`config.mk`:
```
export PLATFORM = sky130hd
export DESIGN_NAME = fusa_top
export DESIGN_NICKNAME = d
export VERILOG_FILES = /design/src/include/fusa_pkg.sv /design/src/include/fusa_tick_if.sv /design/src/rtl/fusa_tick_div.sv /design/src/rtl/fusa_top.sv
export VERILOG_INCLUDE_DIRS = /design/src /design/src/include
export SDC_FILE = /design/constraint.sdc
export NUM_CORES = 1
export LEC_CHECK = 0
export ABC_AREA = 1
export ABC_CLOCK_PERIOD_IN_PS = 2100
export BUFFER_PORTS_ARGS = -buffer_cell sky130_fd_sc_hd__buf_2
export CORE_ASPECT_RATIO = 0.8
export CORE_UTILIZATION = 30
export CTS_BUF_LIST = sky130_fd_sc_hd__clkbuf_8
export CTS_CLUSTER_DIAMETER = 50
export DETAILED_ROUTE_END_ITERATION = 12
export GPL_ROUTABILITY_DRIVEN = 0
export PLACE_DENSITY_LB_ADDON = 0.15
export SYNTH_ARGS = -nofsm -noshare
export SYNTH_HDL_FRONTEND = slang
export SYNTH_SLANG_ARGS = --single-unit
```
`constraint.sdc`:
```
create_clock -name clk_sys -period 2.1 [get_ports clk_sys]
set_clock_uncertainty 0.2 [all_clocks]
set_input_delay 0.42 -clock clk_sys [delete_from_list [all_inputs] [get_ports clk_sys]]
set_output_delay 0.42 -clock clk_sys [all_outputs]
set_load 0.05 [all_outputs]
```
`src/include/fusa_cfg.svh`:
```
/*
  fusa_cfg.svh: named offsets, field positions, reset values and
  pulse lengths for the flash microsecond tick and address block.
  assumes it is included by bare name wherever a figure is needed.
*/
`ifndef FUSA_CFG_SVH
`define FUSA_CFG_SVH

// register offsets on the plain register port (byte addresses)
`define FUSA_ADDR_OFS      12'h000
`define FUSA_CTRL_OFS      12'h008
`define FUSA_RELOAD_OFS    12'h140

// field widths and positions
`define FUSA_BUS_AW        12
`define FUSA_DW            32
`define FUSA_ADDR_W        16
`define FUSA_RELOAD_W      8
`define FUSA_CTL_WRITE_BIT 0
`define FUSA_CTL_ERASE_BIT 1
`define FUSA_WORD_LSB      2
`define FUSA_PAGE_LSB      10

// reset values
`define FUSA_RELOAD_RST    8'h31
`define FUSA_ADDR_RST      16'h0000
`define FUSA_DATA_RST      32'h0000_0000

// tick spacing at the reset reload value, in clk_sys cycles
`define FUSA_RST_PERIOD    9'h032

// control write patterns that start an operation
`define FUSA_CTL_PROG      2'h1
`define FUSA_CTL_ERASE     2'h2

// high-voltage pulse count width, and pulse lengths in microsecond ticks
`define FUSA_PULSE_W       16
`define FUSA_PROG_PULSE_US 16'd40
`define FUSA_ERASE_PULSE_US 16'd2000

`endif

```
`src/include/fusa_pkg.sv`:
```
/*
  fusa_pkg: types shared by the flash tick and address block.
  assumes fusa_cfg.svh is on the include path.
*/
`include "fusa_cfg.svh"

package fusa_pkg;

  // sequencer states
  typedef enum logic {
    FUSA_IDLE,
    FUSA_PULSE
  } fusa_state_e;

  // kind of high-voltage operation
  typedef enum logic {
    FUSA_OP_PROG,
    FUSA_OP_ERASE
  } fusa_op_e;

  typedef logic [`FUSA_RELOAD_W-1:0] fusa_reload_t;
  typedef logic [`FUSA_ADDR_W-1:0]   fusa_addr_t;
  typedef logic [`FUSA_PULSE_W-1:0]  fusa_pulse_t;

endpackage

```
`src/include/fusa_tick_if.sv`:
```
/*
  fusa_tick_if: reload value, restart strobe and tick between the
  register/sequencer logic and the microsecond divider.
  assumes both ends run on clk_sys.
*/
`timescale 1ns/1ns

interface fusa_tick_if import fusa_pkg::*; ();
  fusa_reload_t reload;   // divide-by value minus one
  logic         restart;  // reload the divider now
  logic         tick;     // one-cycle microsecond tick

  modport ctl (output reload, output restart, input tick);
  modport div (input reload, input restart, output tick);
endinterface

```
`src/rtl/fusa_tick_div.sv`:
```
/*
  fusa_tick_div: down counter that divides clk_sys into a one
  microsecond tick, reloading from the software reload value.
  assumes reload is stable register output on the same clock.
*/
`timescale 1ns/1ns

module fusa_tick_div import fusa_pkg::*; (
  input wire logic clk_sys,
  input wire logic arst_n,
  fusa_tick_if.div tk
);

  fusa_reload_t cnt_r;    // cycles left in this period
  fusa_reload_t cnt_nxt;  // next count
  logic         tick_r;   // registered tick
  wire          at_zero;  // period ends this cycle

  // end of period when the count has run down
  assign at_zero = (cnt_r == '0);

  // reload on restart or period end, else count down
  assign cnt_nxt = (tk.restart || at_zero) ? tk.reload
                                           : cnt_r - 8'h01;

  assign tk.tick = tick_r;

  // counter and tick flop; reload plus one cycles a period
  always_ff @(posedge clk_sys or negedge arst_n) begin
    if (!arst_n) begin
      cnt_r  <= `FUSA_RELOAD_RST;
      tick_r <= 1'b0;
    end else begin
      cnt_r  <= cnt_nxt;
      tick_r <= at_zero && !tk.restart;
    end
  end
endmodule

```
`src/rtl/fusa_top.sv`:
```
/*
  fusa_top: flash target address, microsecond tick reload and the
  operation start/pulse timing of the flash controller.
  assumes a one-clock register master with single-cycle strobes,
  and the flash data word supplied by logic outside this block.
  pulse lengths are parameters so a bench may shorten them.
*/
// Functional notes
// - divider makes one microsecond tick from reload
// - tick times the high-voltage pulse length
// - reload field resets to 0x31, 50 MHz
// - program writes data at word-aligned target (low address bits are passed as is)
// - page erase uses one-kilobyte aligned target (low address bits are passed as is)
// - control write starts access at target address
`timescale 1ns/1ns

module fusa_top import fusa_pkg::*; #(
  parameter fusa_pulse_t PROG_PULSE_US  = `FUSA_PROG_PULSE_US,
  parameter fusa_pulse_t ERASE_PULSE_US = `FUSA_ERASE_PULSE_US
) (
  input  wire logic                   clk_sys,
  input  wire logic                   arst_n,
  input  wire logic [`FUSA_BUS_AW-1:0] bus_addr,
  input  wire logic [`FUSA_DW-1:0]    bus_wdata,
  input  wire logic                   bus_wr,
  input  wire logic                   bus_rd,
  output      logic [`FUSA_DW-1:0]    bus_rdata,
  input  wire logic [`FUSA_DW-1:0]    prog_data,
  output      logic [`FUSA_ADDR_W-1:0] fl_addr,
  output      logic [`FUSA_DW-1:0]    fl_wdata,
  output      logic                   fl_prog,
  output      logic                   fl_erase,
  output      logic                   op_busy,
  output      logic                   op_done,
  output      logic                   us_tick
);

  // tick link to the divider
  fusa_tick_if tk ();

  // software registers
  fusa_addr_t   addr_r;      // flash target address
  fusa_reload_t reload_r;    // microsecond tick reload
  logic [`FUSA_DW-1:0] rdata_r; // read data, one cycle late

  // sequencer state
  fusa_state_e  state_r;     // idle or pulsing
  fusa_state_e  state_nxt;   // next state
  fusa_op_e     op_r;        // kind of operation running
  fusa_pulse_t  pcnt_r;      // ticks left in the pulse
  fusa_pulse_t  pcnt_nxt;    // next tick count
  fusa_addr_t   fl_addr_r;   // address latched at start
  logic [`FUSA_DW-1:0] fl_wdata_r; // data latched at start
  logic         done_r;      // end-of-operation pulse

  // address decode
  wire sel_addr   = (bus_addr == `FUSA_ADDR_OFS);
  wire sel_ctrl   = (bus_addr == `FUSA_CTRL_OFS);
  wire sel_reload = (bus_addr == `FUSA_RELOAD_OFS);

  // write strobes per register
  wire wr_addr   = bus_wr && sel_addr;
  wire wr_ctrl   = bus_wr && sel_ctrl;
  wire wr_reload = bus_wr && sel_reload;

  // control write decode: exactly one operation bit
  wire [1:0] ctl_bits = {bus_wdata[`FUSA_CTL_ERASE_BIT],
                         bus_wdata[`FUSA_CTL_WRITE_BIT]};
  wire req_prog  = wr_ctrl && (ctl_bits == `FUSA_CTL_PROG);
  wire req_erase = wr_ctrl && (ctl_bits == `FUSA_CTL_ERASE);

  // sequencer status
  wire idle     = (state_r == FUSA_IDLE);
  wire in_pulse = (state_r == FUSA_PULSE);

  // start only from idle; writes while busy are dropped
  wire start    = idle && (req_prog || req_erase);

  // pulse ends on the last counted tick
  wire last_tk  = in_pulse && tk.tick && (pcnt_r == 16'd1);

  // length chosen by kind of operation
  wire fusa_pulse_t start_len = req_erase ? ERASE_PULSE_US
                                          : PROG_PULSE_US;

  // next state
  assign state_nxt = start   ? FUSA_PULSE :
                     last_tk ? FUSA_IDLE  : state_r;

  // tick counter: load at start, count down on ticks
  assign pcnt_nxt = start ? start_len :
                    (in_pulse && tk.tick) ? pcnt_r - 16'd1 : pcnt_r;

  // divider restarts with the pulse so the first tick is whole
  assign tk.restart = start;
  assign tk.reload  = reload_r;

  // read mux; reserved bits stay zero
  wire [`FUSA_DW-1:0] rd_addr_w   = {16'h0000, addr_r};
  wire [`FUSA_DW-1:0] rd_reload_w = {24'h00_0000, reload_r};
  wire [`FUSA_DW-1:0] rd_ctrl_w   = {30'h0000_0000,
                                     in_pulse && op_r == FUSA_OP_ERASE,
                                     in_pulse && op_r == FUSA_OP_PROG};
  wire [`FUSA_DW-1:0] rd_mux_w    =
    sel_addr   ? rd_addr_w   :
    sel_reload ? rd_reload_w :
    sel_ctrl   ? rd_ctrl_w   : 32'h0000_0000;

  // microsecond divider
  fusa_tick_div u_div (
    .clk_sys (clk_sys),
    .arst_n  (arst_n),
    .tk      (tk.div)
  );

  // target address register, low sixteen bits only
  always_ff @(posedge clk_sys or negedge arst_n) begin
    if (!arst_n) begin
      addr_r <= `FUSA_ADDR_RST;
    end else if (wr_addr) begin
      addr_r <= bus_wdata[`FUSA_ADDR_W-1:0];
    end
  end

  // reload register; takes effect at next period
  always_ff @(posedge clk_sys or negedge arst_n) begin
    if (!arst_n) begin
      reload_r <= `FUSA_RELOAD_RST;
    end else if (wr_reload) begin
      reload_r <= bus_wdata[`FUSA_RELOAD_W-1:0];
    end
  end

  // read data flop, valid only the cycle after the strobe
  always_ff @(posedge clk_sys or negedge arst_n) begin
    if (!arst_n) begin
      rdata_r <= `FUSA_DATA_RST;
    end else if (bus_rd) begin
      rdata_r <= rd_mux_w;
    end else begin
      rdata_r <= `FUSA_DATA_RST;
    end
  end

  // sequencer state and tick count
  always_ff @(posedge clk_sys or negedge arst_n) begin
    if (!arst_n) begin
      state_r <= FUSA_IDLE;
      pcnt_r  <= '0;
      done_r  <= 1'b0;
    end else begin
      state_r <= state_nxt;
      pcnt_r  <= pcnt_nxt;
      done_r  <= last_tk;
    end
  end

  // latch kind, target and data as the operation starts
  always_ff @(posedge clk_sys or negedge arst_n) begin
    if (!arst_n) begin
      op_r       <= FUSA_OP_PROG;
      fl_addr_r  <= `FUSA_ADDR_RST;
      fl_wdata_r <= `FUSA_DATA_RST;
    end else if (start) begin
      // program targets the word, erase the page
      op_r       <= req_erase ? FUSA_OP_ERASE : FUSA_OP_PROG;
      fl_addr_r  <= addr_r;
      fl_wdata_r <= prog_data;
    end
  end

  // array side outputs; misaligned low bits are passed as is
  assign fl_addr   = fl_addr_r;
  assign fl_wdata  = fl_wdata_r;
  assign fl_prog   = in_pulse && (op_r == FUSA_OP_PROG);
  assign fl_erase  = in_pulse && (op_r == FUSA_OP_ERASE);
  assign op_busy   = in_pulse;
  assign op_done   = done_r;
  assign us_tick   = tk.tick;
  assign bus_rdata = rdata_r;

  // checking helpers: ticks seen and length of running pulse
  fusa_pulse_t seen_r;       // ticks counted during the pulse
  fusa_pulse_t len_r;        // pulse length latched at start

  // helper counters read only by the checks below
  always_ff @(posedge clk_sys or negedge arst_n) begin
    if (!arst_n) begin
      seen_r <= '0;
      len_r  <= '0;
    end else if (start) begin
      seen_r <= '0;
      len_r  <= start_len;
    end else if (in_pulse && tk.tick) begin
      seen_r <= seen_r + 16'd1;
    end
  end

  // tick spacing helpers, read only by chk_tick_gap below; the
  // period after a tick is armed when it runs at the reset reload
  wire tick_at_rst = (reload_r == `FUSA_RELOAD_RST) && !start
                     && !wr_reload;
  logic [`FUSA_RELOAD_W:0] gap_r;      // cycles since the last tick
  logic                    gap_arm_r;  // period under way is armed

  // cycles since the last tick, held once past any legal period
  always_ff @(posedge clk_sys or negedge arst_n) begin
    if (!arst_n) begin
      gap_r <= '0;
    end else if (us_tick) begin
      gap_r <= 9'h001;
    end else if (gap_r != '1) begin
      gap_r <= gap_r + 9'h001;
    end
  end

  // arm at each tick run at the reset reload; a start restarts the divider, so disarm
  always_ff @(posedge clk_sys or negedge arst_n) begin
    if (!arst_n) begin
      gap_arm_r <= 1'b0;
    end else if (us_tick) begin
      gap_arm_r <= tick_at_rst;
    end else if (start) begin
      gap_arm_r <= 1'b0;
    end
  end
endmodule

```
==> metrics.log, run 1 <==
INFO  metric timing.reg2reg.setup_slack = between 0.2 and 0.25 ns
INFO  metric avgViaCountPerCell = 4.29
INFO  metric ys_top_cells_by_area = dfrtp_1, nand2_1, inv_1, o21ai_0, nor2_1
INFO  metric p_leak = between 3 and 4 nW
INFO  metric number_of_antenna_violations_at_the_first_check_in_global_routing = 0
INFO  metric ys_seq_area_share = 55.7%
INFO  metric post_cts_resized = 0
INFO  metric tritoncts_num_sinks = 116
INFO  metric timing.final.setup_violations = 0
INFO  metric cp-start-kind = flip-flop
INFO  metric r2r_cells = 10
INFO  metric area_delta_synth_final = 33.5%
INFO  metric timing.critical_path.cells = buf_4 -> nand2_1 -> inv_1 -> buf_2
INFO  metric source_of_the_worst_register_to_register_timing_path = pcnt_r[1]
INFO  metric required = 1.48 ns
INFO  metric holdPathStages = 3
INFO  metric vias = 4,483
INFO  metric grt_start_max_net_pins = 56
INFO  metric antenna_violating_nets_post_route = 0
INFO  metric non_filler_instance_count_after_layout = ~1,000
INFO  metric number_of_iterations_in_the_first_detailed_routing_pass = 4
INFO  metric die_area = between 0.015 and 0.02 sq mm
INFO  metric finish.net_count = around 900
INFO  metric synth_top_area_share = a little over half
INFO  metric report.final.hold_viol_count = 0
INFO  metric nFillCells = about 1,700
INFO  metric final_max_slew_viol_count = 0
INFO  metric dominant_delay_contributor_by_cell_family_on_the_critical_path = buffers and inverters
INFO  metric outcome = finished, final reports clean
INFO  metric cap_viol_max_count = 0
INFO  metric postSynthRegisterBits = 116
INFO  metric grt_first_pass_wirelength = between 20 and 25 mm
INFO  metric cts_buffers = 17
INFO  metric max-vdd-ir-drop = 0.429 mV
INFO  metric floorplan.initialDensity = 31.2%
INFO  metric placement.io_buffers = about 130
INFO  metric grt_util_all_layers = 15.7%
INFO  metric globalRoute.totalOverflow = 0
INFO  metric worstSetupPathType = flip-flop to output pin
INFO  metric source_of_the_worst_hold_timing_path = bus_wdata[13]
INFO  metric worst_setup_ep_type = output pin
INFO  metric rr_endpoint = pcnt_r[10]
INFO  metric crit_path_start = op_busy
INFO  metric layout_min_cycle_time = 1.93 ns
INFO  metric slowest_stage = dfrtp_1
INFO  metric via_count_of_the_first_global_routing_pass = between 4,000 and 5,000
INFO  metric worst_path_max_fanout = 3
INFO  metric buffer_cell_driving_the_clock_tree_root = clkbuf_8
INFO  metric synth_top_area_cell = dfrtp_1
INFO  metric placed_cells_incl_taps = ~980
INFO  metric critical_path_buf_inv_count = 3
INFO  metric wirelength = 13.0 mm
INFO  metric clock_tree.htree_level_count = 4
INFO  metric boundaryPins = between 150 and 200
INFO  metric floorplan.die.height = approximately 120 um
INFO  metric antenna_cells = 0
INFO  metric synth.cell_area = 0.00523 sq mm
INFO  metric final_cell_mix = nand2_1, buf_2, dfrtp_1
INFO  metric hold_fix_buffers_at_cts = 39
INFO  metric crit_arrival = around 1.3 ns
INFO  metric design.core.area = between 0.015 and 0.02 sq mm
INFO  metric finalSetupTns = 0 ns
INFO  metric routedWlPerCell = 12.4 um
INFO  metric post_synth_num_cell_types = 30
INFO  metric pwr_density = a little over 800 mW/mm^2
INFO  metric detailedPlacementHpwl = approximately 9.2 mm
INFO  metric hold_path_end = addr_r[13]
INFO  metric cts.reportedPaths.clkPinSlew = around 0.07 ns
INFO  metric ys_warns = 0
INFO  metric rsz0062_at_grt = no
INFO  metric critical-path-max-stage-delay = between 0.3 and 0.4 ns
INFO  metric rows = between 40 and 50
INFO  metric cts_tree = done
INFO  metric clk_path_buf_depth = 2
INFO  metric holdCritPathClass = input port to flip-flop
INFO  metric syn_avg_cell_area = roughly 8.3 sq um
INFO  metric period_share = 91.8%
INFO  metric post_cts_buffers = 0
INFO  metric multi_input_area = 0.00181 sq mm
INFO  metric initialDrtViolationCount = roughly 190
INFO  metric clk_latency = about 0.43 ns
INFO  metric die-width = between 100 and 150 um
INFO  metric number_of_standard_cells_after_synthesis = 628
INFO  metric finalHoldWorstSlack = approximately 0.032 ns
INFO  metric mostFrequentLayoutCell = nand2_1
INFO  metric drc_errors = 0
INFO  metric area.sequential = between 0.002 and 0.003 sq mm
INFO  metric clock.fmax = between 0.5 and 0.6 GHz
INFO  metric drive_gt1_share = between 20% and 30%
## layer usage
layer / part of all wire [%] / global-route usage (%) / vias up
li1: - / - / 2274
met3: 6.6 / 5.63 / 12
met1: 48 / 21.1 / 2072
met5: 0 / 0 / -
met2: 44 / 23.7 / 125
met4: 0.89 / 4.40 / 0
## cells in the mapped netlist (all sizes together)
master and count:
conb 1, nand2 215, nand3b 1, inv 77, o21a 1, nor2 60
buf 34, clkbuf 3, dfrtp 110, and3 1, xnor2 1, o22ai 1
o21ai 52, xor2 7, dfstp 6, a21oi 11, nand3 36, ha 3
nor4 1, nand4 7
## registers in the layout, indices dropped and copies added, names as in the netlist
signal and cells:
op_r 1, pcnt_r 16, fl_addr 16, addr_r 16, fl_wdata 32, bus_rdata 16
u_div.cnt_r 8, op_done 1, op_busy 1, reload_r 8, u_div.tk.tick 1
## where the power goes
group	total (mW)	switching, mW	internal (mW)
logic	0.916	0.562	0.354
clock network	2.29	0.941	1.35
registers	2.52	0.105	2.42
## through the flow
stage / total power [mW] / cell area [sq um] / utilization [%] / setup WS (ns)
3_5_place_dp: 3.42 / 6140 / 36.6 / 0.0484
3_3_place_gp: 3.40 / 6140 / 36.6 / 0.114
6_report: 5.73 / 6970 / 41.6 / 0.172
2_1_floorplan: 3.17 / 5280 / - / 0.218
5_1_grt: 6.08 / 6970 / 41.6 / 0.0178
4_1_cts: 5.80 / 6970 / 41.6 / 0.130
## tightest hold or removal path, stage by stage
cell and delay, ns:
buf_2 0.07, nor2_1 0.03, a21oi_1 0.10
## worst max-delay path by stage
stage | endpoint | slack (ns) | depth (start not counted)
floorplan | fl_prog | 0.22 | 2
global placement | pcnt_r[6] | 0.11 | 10
detailed placement | pcnt_r[15] | 0.05 | 9
CTS | fl_prog | 0.13 | 3
global route | pcnt_r[10] | 0.02 | 10
finish | fl_erase | 0.17 | 4
## logic make-up (layout without fill, tap and decap cells)
logic type      count (synthesis)  after routing  share of synthesized area [%]
flops                         116            116                           55.7
compound gates                 65             65                           6.37
other cells                     1             16                         0.0718
buf+inv                       114            297                           10.7
simple gates                  321            321                           25.1
fa+ha+maj                       3              3                          0.718
xor+xnor                        8              8                           1.34
## final cells by class
type	count	share of cell area (%)
inverter	77	4.14
timing repair buffer	188	17.8
tap	220	3.95
clock inverter	13	2.57
multi-input combinational	413	26.0
sequential	116	41.7
clock buffer	19	3.75
No activity file was read; power rests on OpenSTA's default activity.
==> run 2, diff against run 1 <==
--- a/config.mk
+++ b/config.mk
@@ -6,7 +6,7 @@
 export SDC_FILE = /design/constraint.sdc
 export NUM_CORES = 1
 export LEC_CHECK = 0
-export ABC_AREA = 1
+export ABC_AREA = 0
 export ABC_CLOCK_PERIOD_IN_PS = 2100
 export BUFFER_PORTS_ARGS = -buffer_cell sky130_fd_sc_hd__buf_2
 export CORE_ASPECT_RATIO = 0.8
==> metrics.log, run 2 <==
INFO  metric outcome = finished, final reports clean (unchanged)
INFO  metric drive_gt1_share = 52.7% (was 23.6%)
INFO  metric ys_async_sr_fraction = 100% (unchanged)
INFO  metric holdCritPathClass = input port to flip-flop (unchanged)
INFO  metric synth.cell_area = 0.00493 sq mm (was 0.00523 sq mm)
INFO  metric nFillCells = 1,541 (was 1,676)
INFO  metric clk_latency = 0.42 ns (was 0.43 ns)
INFO  metric routedWlPerCell = 14.6 um (was 12.4 um)
INFO  metric rows = 41 (was 42)
INFO  metric source_of_the_worst_register_to_register_timing_path = pcnt_r[10] (was pcnt_r[1])
INFO  metric finalSetupTns = 0 ns (unchanged)
INFO  metric worst_path_max_fanout = 3 (unchanged)
INFO  metric final_cell_mix = buf_2, dfrtp_1, mux2_2 (was nand2_1, buf_2, dfrtp_1)
INFO  metric slowest_stage = or4_4 (was dfrtp_1)
INFO  metric boundaryPins = 165 (unchanged)
INFO  metric power.combinational.fraction = 15.6% (was 16.0%)
INFO  metric final_max_slew_viol_count = 0 (unchanged)
INFO  metric synth_xor_area_share = 2.84% (was 1.34%)
INFO  metric synth-edff-count = 0 (unchanged)
INFO  metric post_synth_num_cell_types = 48 (was 30)
INFO  metric globalRoute.totalOverflow = 0 (unchanged)
INFO  metric number_of_standard_cells_after_synthesis = 364 (was 628)
INFO  metric crit_path_start = pcnt_r[10] (was op_busy)
INFO  metric buffer_cell_driving_the_clock_tree_root = clkbuf_8 (unchanged)
INFO  metric area_delta_synth_final = 42.0% (was 33.5%)
INFO  metric wirelength = 12.0 mm (was 13.0 mm)
INFO  metric pwr_density = 758 mW/mm^2 (was 822 mW/mm^2)
INFO  metric clockPowerShare = 37.6% (was 40.0%)
INFO  metric placement.io_buffers = 132 (unchanged)
INFO  metric floorplan.die.height = 117 um (was 120 um)
INFO  metric tritoncts_num_sinks = 116 (unchanged)
INFO  metric non_filler_instance_count_after_layout = 816 (was 1,046)
INFO  metric power.switching_fraction = 26.4% (was 28.1%)
INFO  metric synth_top_area_share = 55.9% (was 52.7%)
INFO  metric cp-start-kind = flip-flop (unchanged)
INFO  metric clock.fmax = 0.483 GHz (was 0.519 GHz)
INFO  metric worst-slew-pin-transition = slightly above 0.5 ns
INFO  metric number_of_antenna_violations_at_the_first_check_in_global_routing = 0 (unchanged)
INFO  metric crit_arrival = 2.22 ns (was 1.31 ns)
INFO  metric yosys.area_share.adder = 0.762% (was 0.718%)
INFO  metric cap_viol_max_count = 0 (unchanged)
INFO  metric combinational_family_with_the_most_area_after_synthesis = multiplexers (was simple AND/OR/NAND/NOR gates)
INFO  metric power.share.sequential = 46.9% (was 44.0%)
INFO  metric max-vdd-ir-drop = 0.578 mV (was 0.429 mV)
INFO  metric die-width = 145 um (was 150 um)
INFO  metric slew-limit-headroom = roughly 66%
INFO  metric number_of_iterations_in_the_first_detailed_routing_pass = 4 (unchanged)
INFO  metric cts_buffers = 17 (unchanged)
INFO  metric switchingPower = 1.40 mW (was 1.61 mW)
INFO  metric timing.critical_path.cells = or3_4 -> or3_4 -> or4_4 -> a21oi_2 (was buf_4 -> nand2_1 -> inv_1 -> buf_2)
INFO  metric source_of_the_worst_hold_timing_path = prog_data[29] (was bus_wdata[13])
INFO  metric postSynthRegisterBits = 116 (unchanged)
INFO  metric antenna_cells = 0 (unchanged)
INFO  metric cts.reportedPaths.clkPinSlew = 0.07 ns (about the same)
INFO  metric power_report.internal_total = 3.90 mW (was 4.12 mW)
INFO  metric path_common_cell = or3_4
INFO  metric ys_top_cells_by_area = dfrtp_1, mux2_2, dfstp_2, buf_4, xor2_1 (was dfrtp_1, nand2_1, inv_1, o21ai_0, nor2_1)
INFO  metric die_area = 0.0169 sq mm (was 0.0180 sq mm)
INFO  metric placed_cells_incl_taps = 745 (was 975)
INFO  metric post-route-util = 44.0% (was 41.6%)
INFO  metric design.core.area = 0.0159 sq mm (was 0.0168 sq mm)
INFO  metric antenna_violating_nets_post_route = 0 (unchanged)
INFO  metric ys_seq_area_share = 59.1% (was 55.7%)
INFO  metric largest_register_ffs = 32 (unchanged)
INFO  metric synthSimpleGateAreaFrac = 9.75% (was 25.1%)
INFO  metric detailedPlacementHpwl = 8.14 mm (was 9.16 mm)
INFO  metric via_count_of_the_first_global_routing_pass = 3,782 (was 4,527)
INFO  metric mostFrequentLayoutCell = buf_2 (was nand2_1)
INFO  metric clk_path_buf_depth = 2 (unchanged)
INFO  metric layout_min_cycle_time = 2.07 ns (was 1.93 ns)
INFO  metric clock_tree.htree_level_count = 4 (unchanged)
INFO  metric grt_first_pass_wirelength = 19.4 mm (was 22.0 mm)
INFO  metric p_leak = 3.62 nW (was 3.90 nW)
INFO  metric worstSetupPathType = flip-flop to flip-flop (was flip-flop to output pin)
INFO  metric drc_errors = 0 (unchanged)
INFO  metric critical-path-max-stage-delay = 0.49 ns (was 0.35 ns)
INFO  metric syn_avg_cell_area = 13.5 sq um (was 8.32 sq um)
INFO  metric rsz0062_at_grt = yes (was no)
INFO  metric grt_start_max_net_pins = 34 (was 56)
INFO  metric initialDrtViolationCount = 139 (was 185)
INFO  metric dominantRegCellSynth = dfrtp_1 (unchanged)
INFO  metric post-synth-top-count-cell = dfrtp_1 (was nand2_1)
INFO  metric avgViaCountPerCell = 4.44 (was 4.29)
INFO  metric yosys-top-cells-count = dfrtp_1, mux2_2, buf_4 (was nand2_1, dfrtp_1, inv_1)
INFO  metric finish.net_count = 671 (was 896)
INFO  metric period_share = 98.6% (was 91.8%)
INFO  metric worst_setup_ep_type = flip-flop (was output pin)
INFO  metric ys_warns = 0 (unchanged)
INFO  metric synthMuxAreaShare = 19.5% (was 0%)
INFO  metric required = 2.25 ns (was 1.48 ns)
INFO  metric synth-compound-area-share = 3.73% (was 6.37%)
INFO  metric grt_util_all_layers = 14.9% (was 15.7%)
INFO  metric timing.final.setup_violations = 0 (unchanged)
INFO  metric vias = 3,622 (was 4,483)
INFO  metric report.final.hold_viol_count = 0 (unchanged)
INFO  metric cts_tree = done (unchanged)
INFO  metric synth_top_area_cell = dfrtp_1 (unchanged)
INFO  metric floorplan.initialDensity = 31.0% (was 31.2%)
run 2: cell types whose count changed after synthesis, moves of 6 or more:
cell,delta
nand2_1,-204
mux2_2,+77
inv_1,-68
nor2_1,-42
o21ai_0,-42
nand3_1,-25
and2_1,+8
mux2i_1,+7
o21ai_1,-7
a22o_1,+6
buf_6,-6
nor3_1,+6
run 2: critical path: cells and delay by family, from the launching register on:
family	cells	cell delay, ns
AO/OA/AOI/OAI	1	0.13
flip-flops	1	0.41
AND/OR/NAND/NOR	3	1.27
run 2: worst paths after layout:
path                                end  slack [ns]  depth (start not counted)
max                          pcnt_r[15]        0.03                          4
min                        fl_wdata[29]        0.04                          2
max reg2reg                  pcnt_r[15]        0.03                          4
min reg2reg                 fl_addr[14]        0.30                          1
max in group asynchronous   reload_r[0]        0.71                          3
min in group asynchronous    addr_r[14]        0.30                          2
run 2: cell type report:
| cell class | instances | area (sq um) | share of cell area, % |
|---|---|---|---|
| clock buffers | 19 | 262 | 3.74 |
| clock inverters | 13 | 121 | 1.73 |
| inverters | 8 | 30.0 | 0.429 |
| multi-input cells | 228 | 1920 | 27.4 |
| flip-flops and latches | 116 | 2910 | 41.6 |
| well taps | 215 | 269 | 3.84 |
| repair buffers | 217 | 1490 | 21.2 |
run 2: logic make-up after synthesis:
logic type,after synthesis
xor gates and xnor gates,16
AOI/OAI and AO/OA,26
buffers and inverters,35
and+or+nand+nor,81
muxes,86
other,1
DFF,116
adders and majority gates,3
run 2: per-layer routing:
layer	up-vias	wire length (um)	global-route usage [%]
li1	1713	-	-
met1	1786	5580	19.5
met2	114	5400	22.5
met3	9	857	6.45
met4	0	106	4.28
met5	-	0	0
run 2: per-stage QoR:
step,power [mW],hold WS [ns],area (sq um),setup slack [ns]
global route,5.62,0.00531,7000,-0.0261
finish,5.30,0.0401,7000,0.0289
detailed placement,3.29,0.225,6190,-0.232
floorplan,2.96,-0.0756,5000,0.00362
global placement,3.27,0.218,6190,-0.218
CTS,5.38,0.0000259,6920,-0.00248
run 2: repair_timing:
action                     CTS  global route
resized for setup            2            10
buffers inserted             2             5
hold buffers                32             0
hold endpoints to repair    57             0
setup endpoints to repair    6             9
pin swaps                    1             2
run 2: power groups by stage:
stage	Clock, mW	Combinational [mW]	Sequential (mW)
detailed placement	0	0.770	2.52
CTS	2.08	0.825	2.48
global placement	0	0.754	2.51
floorplan	0	0.433	2.53
global route	2.19	0.927	2.50
finish	1.99	0.827	2.48
==> run 3, diff against run 2 <==
--- a/config.mk
+++ b/config.mk
@@ -16,6 +16,7 @@
 export DETAILED_ROUTE_END_ITERATION = 12
 export GPL_ROUTABILITY_DRIVEN = 0
 export PLACE_DENSITY_LB_ADDON = 0.15
+export SETUP_SLACK_MARGIN = 0.4
 export SYNTH_ARGS = -nofsm -noshare
 export SYNTH_HDL_FRONTEND = slang
 export SYNTH_SLANG_ARGS = --single-unit
==> metrics.log, run 3 (same netlist as run 2, synthesis figures left out) <==
INFO  metric outcome = finished, final reports clean (unchanged)
INFO  metric wirelength = 13.7 mm (was 12.0 mm)
INFO  metric number_of_antenna_violations_at_the_first_check_in_global_routing = 0 (unchanged)
INFO  metric floorplan.initialDensity = 31.0% (unchanged)
INFO  metric placed_cells_incl_taps = 736 (was 745)
INFO  metric holdCritPathClass = input port to flip-flop (unchanged)
INFO  metric timing.final.setup_violations = 0 (unchanged)
INFO  metric switchingPower = 1.50 mW (was 1.40 mW)
INFO  metric mostFrequentLayoutCell = dfrtp_1 (was buf_2)
INFO  metric worst_setup_ep_type = flip-flop (unchanged)
INFO  metric dpl-instance-area = 0.00624 sq mm (was 0.00619 sq mm)
INFO  metric clk_latency = 0.44 ns (was 0.42 ns)
INFO  metric clk_path_buf_depth = 2 (unchanged)
INFO  metric finalHoldWorstSlack = 0.0390 ns (was 0.0401 ns)
INFO  metric worstSetupPathType = flip-flop to flip-flop (unchanged)
INFO  metric nFillCells = 1,370 (was 1,541)
INFO  metric path_common_cell = or3_4 (unchanged)
INFO  metric dominant_delay_contributor_by_cell_family_on_the_critical_path = simple AND/OR/NAND/NOR gates (unchanged)
INFO  metric number_of_iterations_in_the_first_detailed_routing_pass = 4 (unchanged)
INFO  metric layout_setup_ws = 0.105 ns (was 0.0289 ns)
INFO  metric clock.fmax = 0.501 GHz (was 0.483 GHz)
INFO  metric area_delta_synth_final = 67.1% (was 42.0%)
INFO  metric timing.critical_path.cells = or3_4 -> or3_4 -> or4_4 -> a21oi_2 (unchanged)
INFO  metric power.combinational.fraction = 18.6% (was 15.6%)
INFO  metric cts_tree = done (unchanged)
INFO  metric placement.io_buffers = 132 (unchanged)
INFO  metric antenna_violating_nets_post_route = 0 (unchanged)
INFO  metric rows = 41 (unchanged)
INFO  metric final_max_slew_viol_count = 0 (unchanged)
INFO  metric grt_first_pass_wirelength = 21.0 mm (was 19.4 mm)
INFO  metric postLayoutCellArea = 0.00823 sq mm (was 0.00700 sq mm)
INFO  metric initialDrtViolationCount = 91 (was 139)
INFO  metric die_area = 0.0169 sq mm (unchanged)
INFO  metric period_share = 95.0% (was 98.6%)
INFO  metric vias = 3,822 (was 3,622)
INFO  metric cts.reportedPaths.clkPinSlew = 0.07 ns (about the same)
INFO  metric avgViaCountPerCell = 4.49 (was 4.44)
INFO  metric pwr_density = 686 mW/mm^2 (was 758 mW/mm^2)
INFO  metric critical-path-max-stage-delay = 0.42 ns (was 0.49 ns)
INFO  metric antenna_cells = 0 (unchanged)
INFO  metric final_cell_mix = dfrtp_1, buf_4, buf_2 (was buf_2, dfrtp_1, mux2_2)
INFO  metric multi_input_area = 0.00232 sq mm (was 0.00192 sq mm)
INFO  metric rsz0062_at_grt = yes (unchanged)
INFO  metric cp-start-kind = flip-flop (unchanged)
INFO  metric max-vdd-ir-drop = 0.381 mV (was 0.578 mV)
INFO  metric detailedPlace.worstSlack = -0.260 ns (was -0.232 ns)
INFO  metric required = 2.27 ns (was 2.25 ns)
INFO  metric crit_arrival = 2.16 ns (was 2.22 ns)
INFO  metric non_filler_instance_count_after_layout = 852 (was 816)
INFO  metric grt_start_max_net_pins = 50 (was 34)
INFO  metric power_report.internal_total = 4.15 mW (was 3.90 mW)
INFO  metric clockPowerShare = 37.0% (was 37.6%)
INFO  metric layout_min_cycle_time = 1.99 ns (was 2.07 ns)
INFO  metric detailedPlacementHpwl = 8.11 mm (was 8.14 mm)
INFO  metric die-width = 145 um (unchanged)
INFO  metric boundaryPins = 165 (unchanged)
INFO  metric critical_path_buf_inv_count = 0 (unchanged)
INFO  metric buffer_cell_driving_the_clock_tree_root = clkbuf_8 (unchanged)
INFO  metric slowest_stage = dfrtp_1 (was or4_4)
INFO  metric post-route-util = 51.8% (was 44.0%)
INFO  metric design.core.area = 0.0159 sq mm (unchanged)
INFO  metric p_leak = 4.10 nW (was 3.62 nW)
INFO  metric tritoncts_num_sinks = 116 (unchanged)
INFO  metric routedWlPerCell = 16.0 um (was 14.6 um)
INFO  metric largest_register_ffs = 32 (unchanged)
INFO  metric drc_errors = 0 (unchanged)
INFO  metric cts_buffers = 17 (unchanged)
INFO  metric drive_gt1_share = 59.5% (was 52.7%)
INFO  metric cap_viol_max_count = 0 (unchanged)
INFO  metric power.share.sequential = 44.4% (was 46.9%)
INFO  metric power.switching_fraction = 26.6% (was 26.4%)
INFO  metric finalPower = 5.65 mW (was 5.30 mW)
INFO  metric grt_util_all_layers = 16.6% (was 14.9%)
INFO  metric area.sequential = 0.00291 sq mm (about the same)
INFO  metric report.final.hold_viol_count = 0 (unchanged)
INFO  metric via_count_of_the_first_global_routing_pass = 4,016 (was 3,782)
INFO  metric floorplan.die.height = 117 um (unchanged)
INFO  metric finalSetupTns = 0 ns (unchanged)
INFO  metric finish.net_count = 707 (was 671)
INFO  metric worst_path_max_fanout = 4 (was 3)
INFO  metric globalRoute.totalOverflow = 0 (unchanged)
INFO  metric clock_tree.htree_level_count = 4 (unchanged)
-- run 3: cell types whose count changed in the layout (fill, tap and decap cells not counted), sizes merged --
| cell | delta |
|---|---|
| clkbuf | +8 |
| inv | -3 |
| clkinvlp | +1 |
| dlygate4sd3 | +12 |
| clkinv | -1 |
| buf | +19 |
-- run 3: final cells by class --
class	count	share of cell area [%]
Inverter	8	0.410
Clock inverter	10	1.28
Sequential cell	116	35.4
Tap cell	215	3.27
Timing Repair Buffer	253	27.8
Clock buffer	22	3.68
Multi-Input combinational cell	228	28.1
-- run 3: timing repair --
item	CTS	global route
hold endpoints to repair	70	1
setup buffers	25	8
gates cloned	7	0
hold buffers	43	1
endpoints found under the setup margin	130	136
gates resized for setup	102	102
pin swaps	10	14
-- run 3: layer usage --
layer / wire length, um / global-route usage (%)
met3: 855 / 6.13
met4: 91 / 5.05
met1: 6260 / 21.6
met5: 0 / 0
met2: 6460 / 25.9
-- run 3: path summary, 6_finish.rpt --
kind,from,end,slack [ns],cells past startpoint
max,pcnt_r[10],pcnt_r[15],0.11,4
min,bus_wdata[5],reload_r[5],0.04,2
max reg2reg,pcnt_r[10],pcnt_r[15],0.11,4
min reg2reg,addr_r[12],bus_rdata[12],0.30,1
max in group asynchronous,arst_n,reload_r[5],0.81,3
min in group asynchronous,arst_n,bus_rdata[2],0.26,2
-- run 3: worst register-to-register path, cell delays in order, from the launching register on --
cell     delay (ns)
dfrtp_1        0.42
or3_4          0.39
or3_4          0.36
or4_4          0.43
a21oi_2        0.13
-- run 3: power groups by stage --
stage	logic [mW]	clock network (mW)	registers, mW
after floorplan	0.529	0	2.54
after global placement	0.805	0	2.53
after detailed placement	0.831	0	2.53
after CTS	0.974	2.17	2.50
after global routing	1.15	2.28	2.53
final	1.05	2.09	2.51
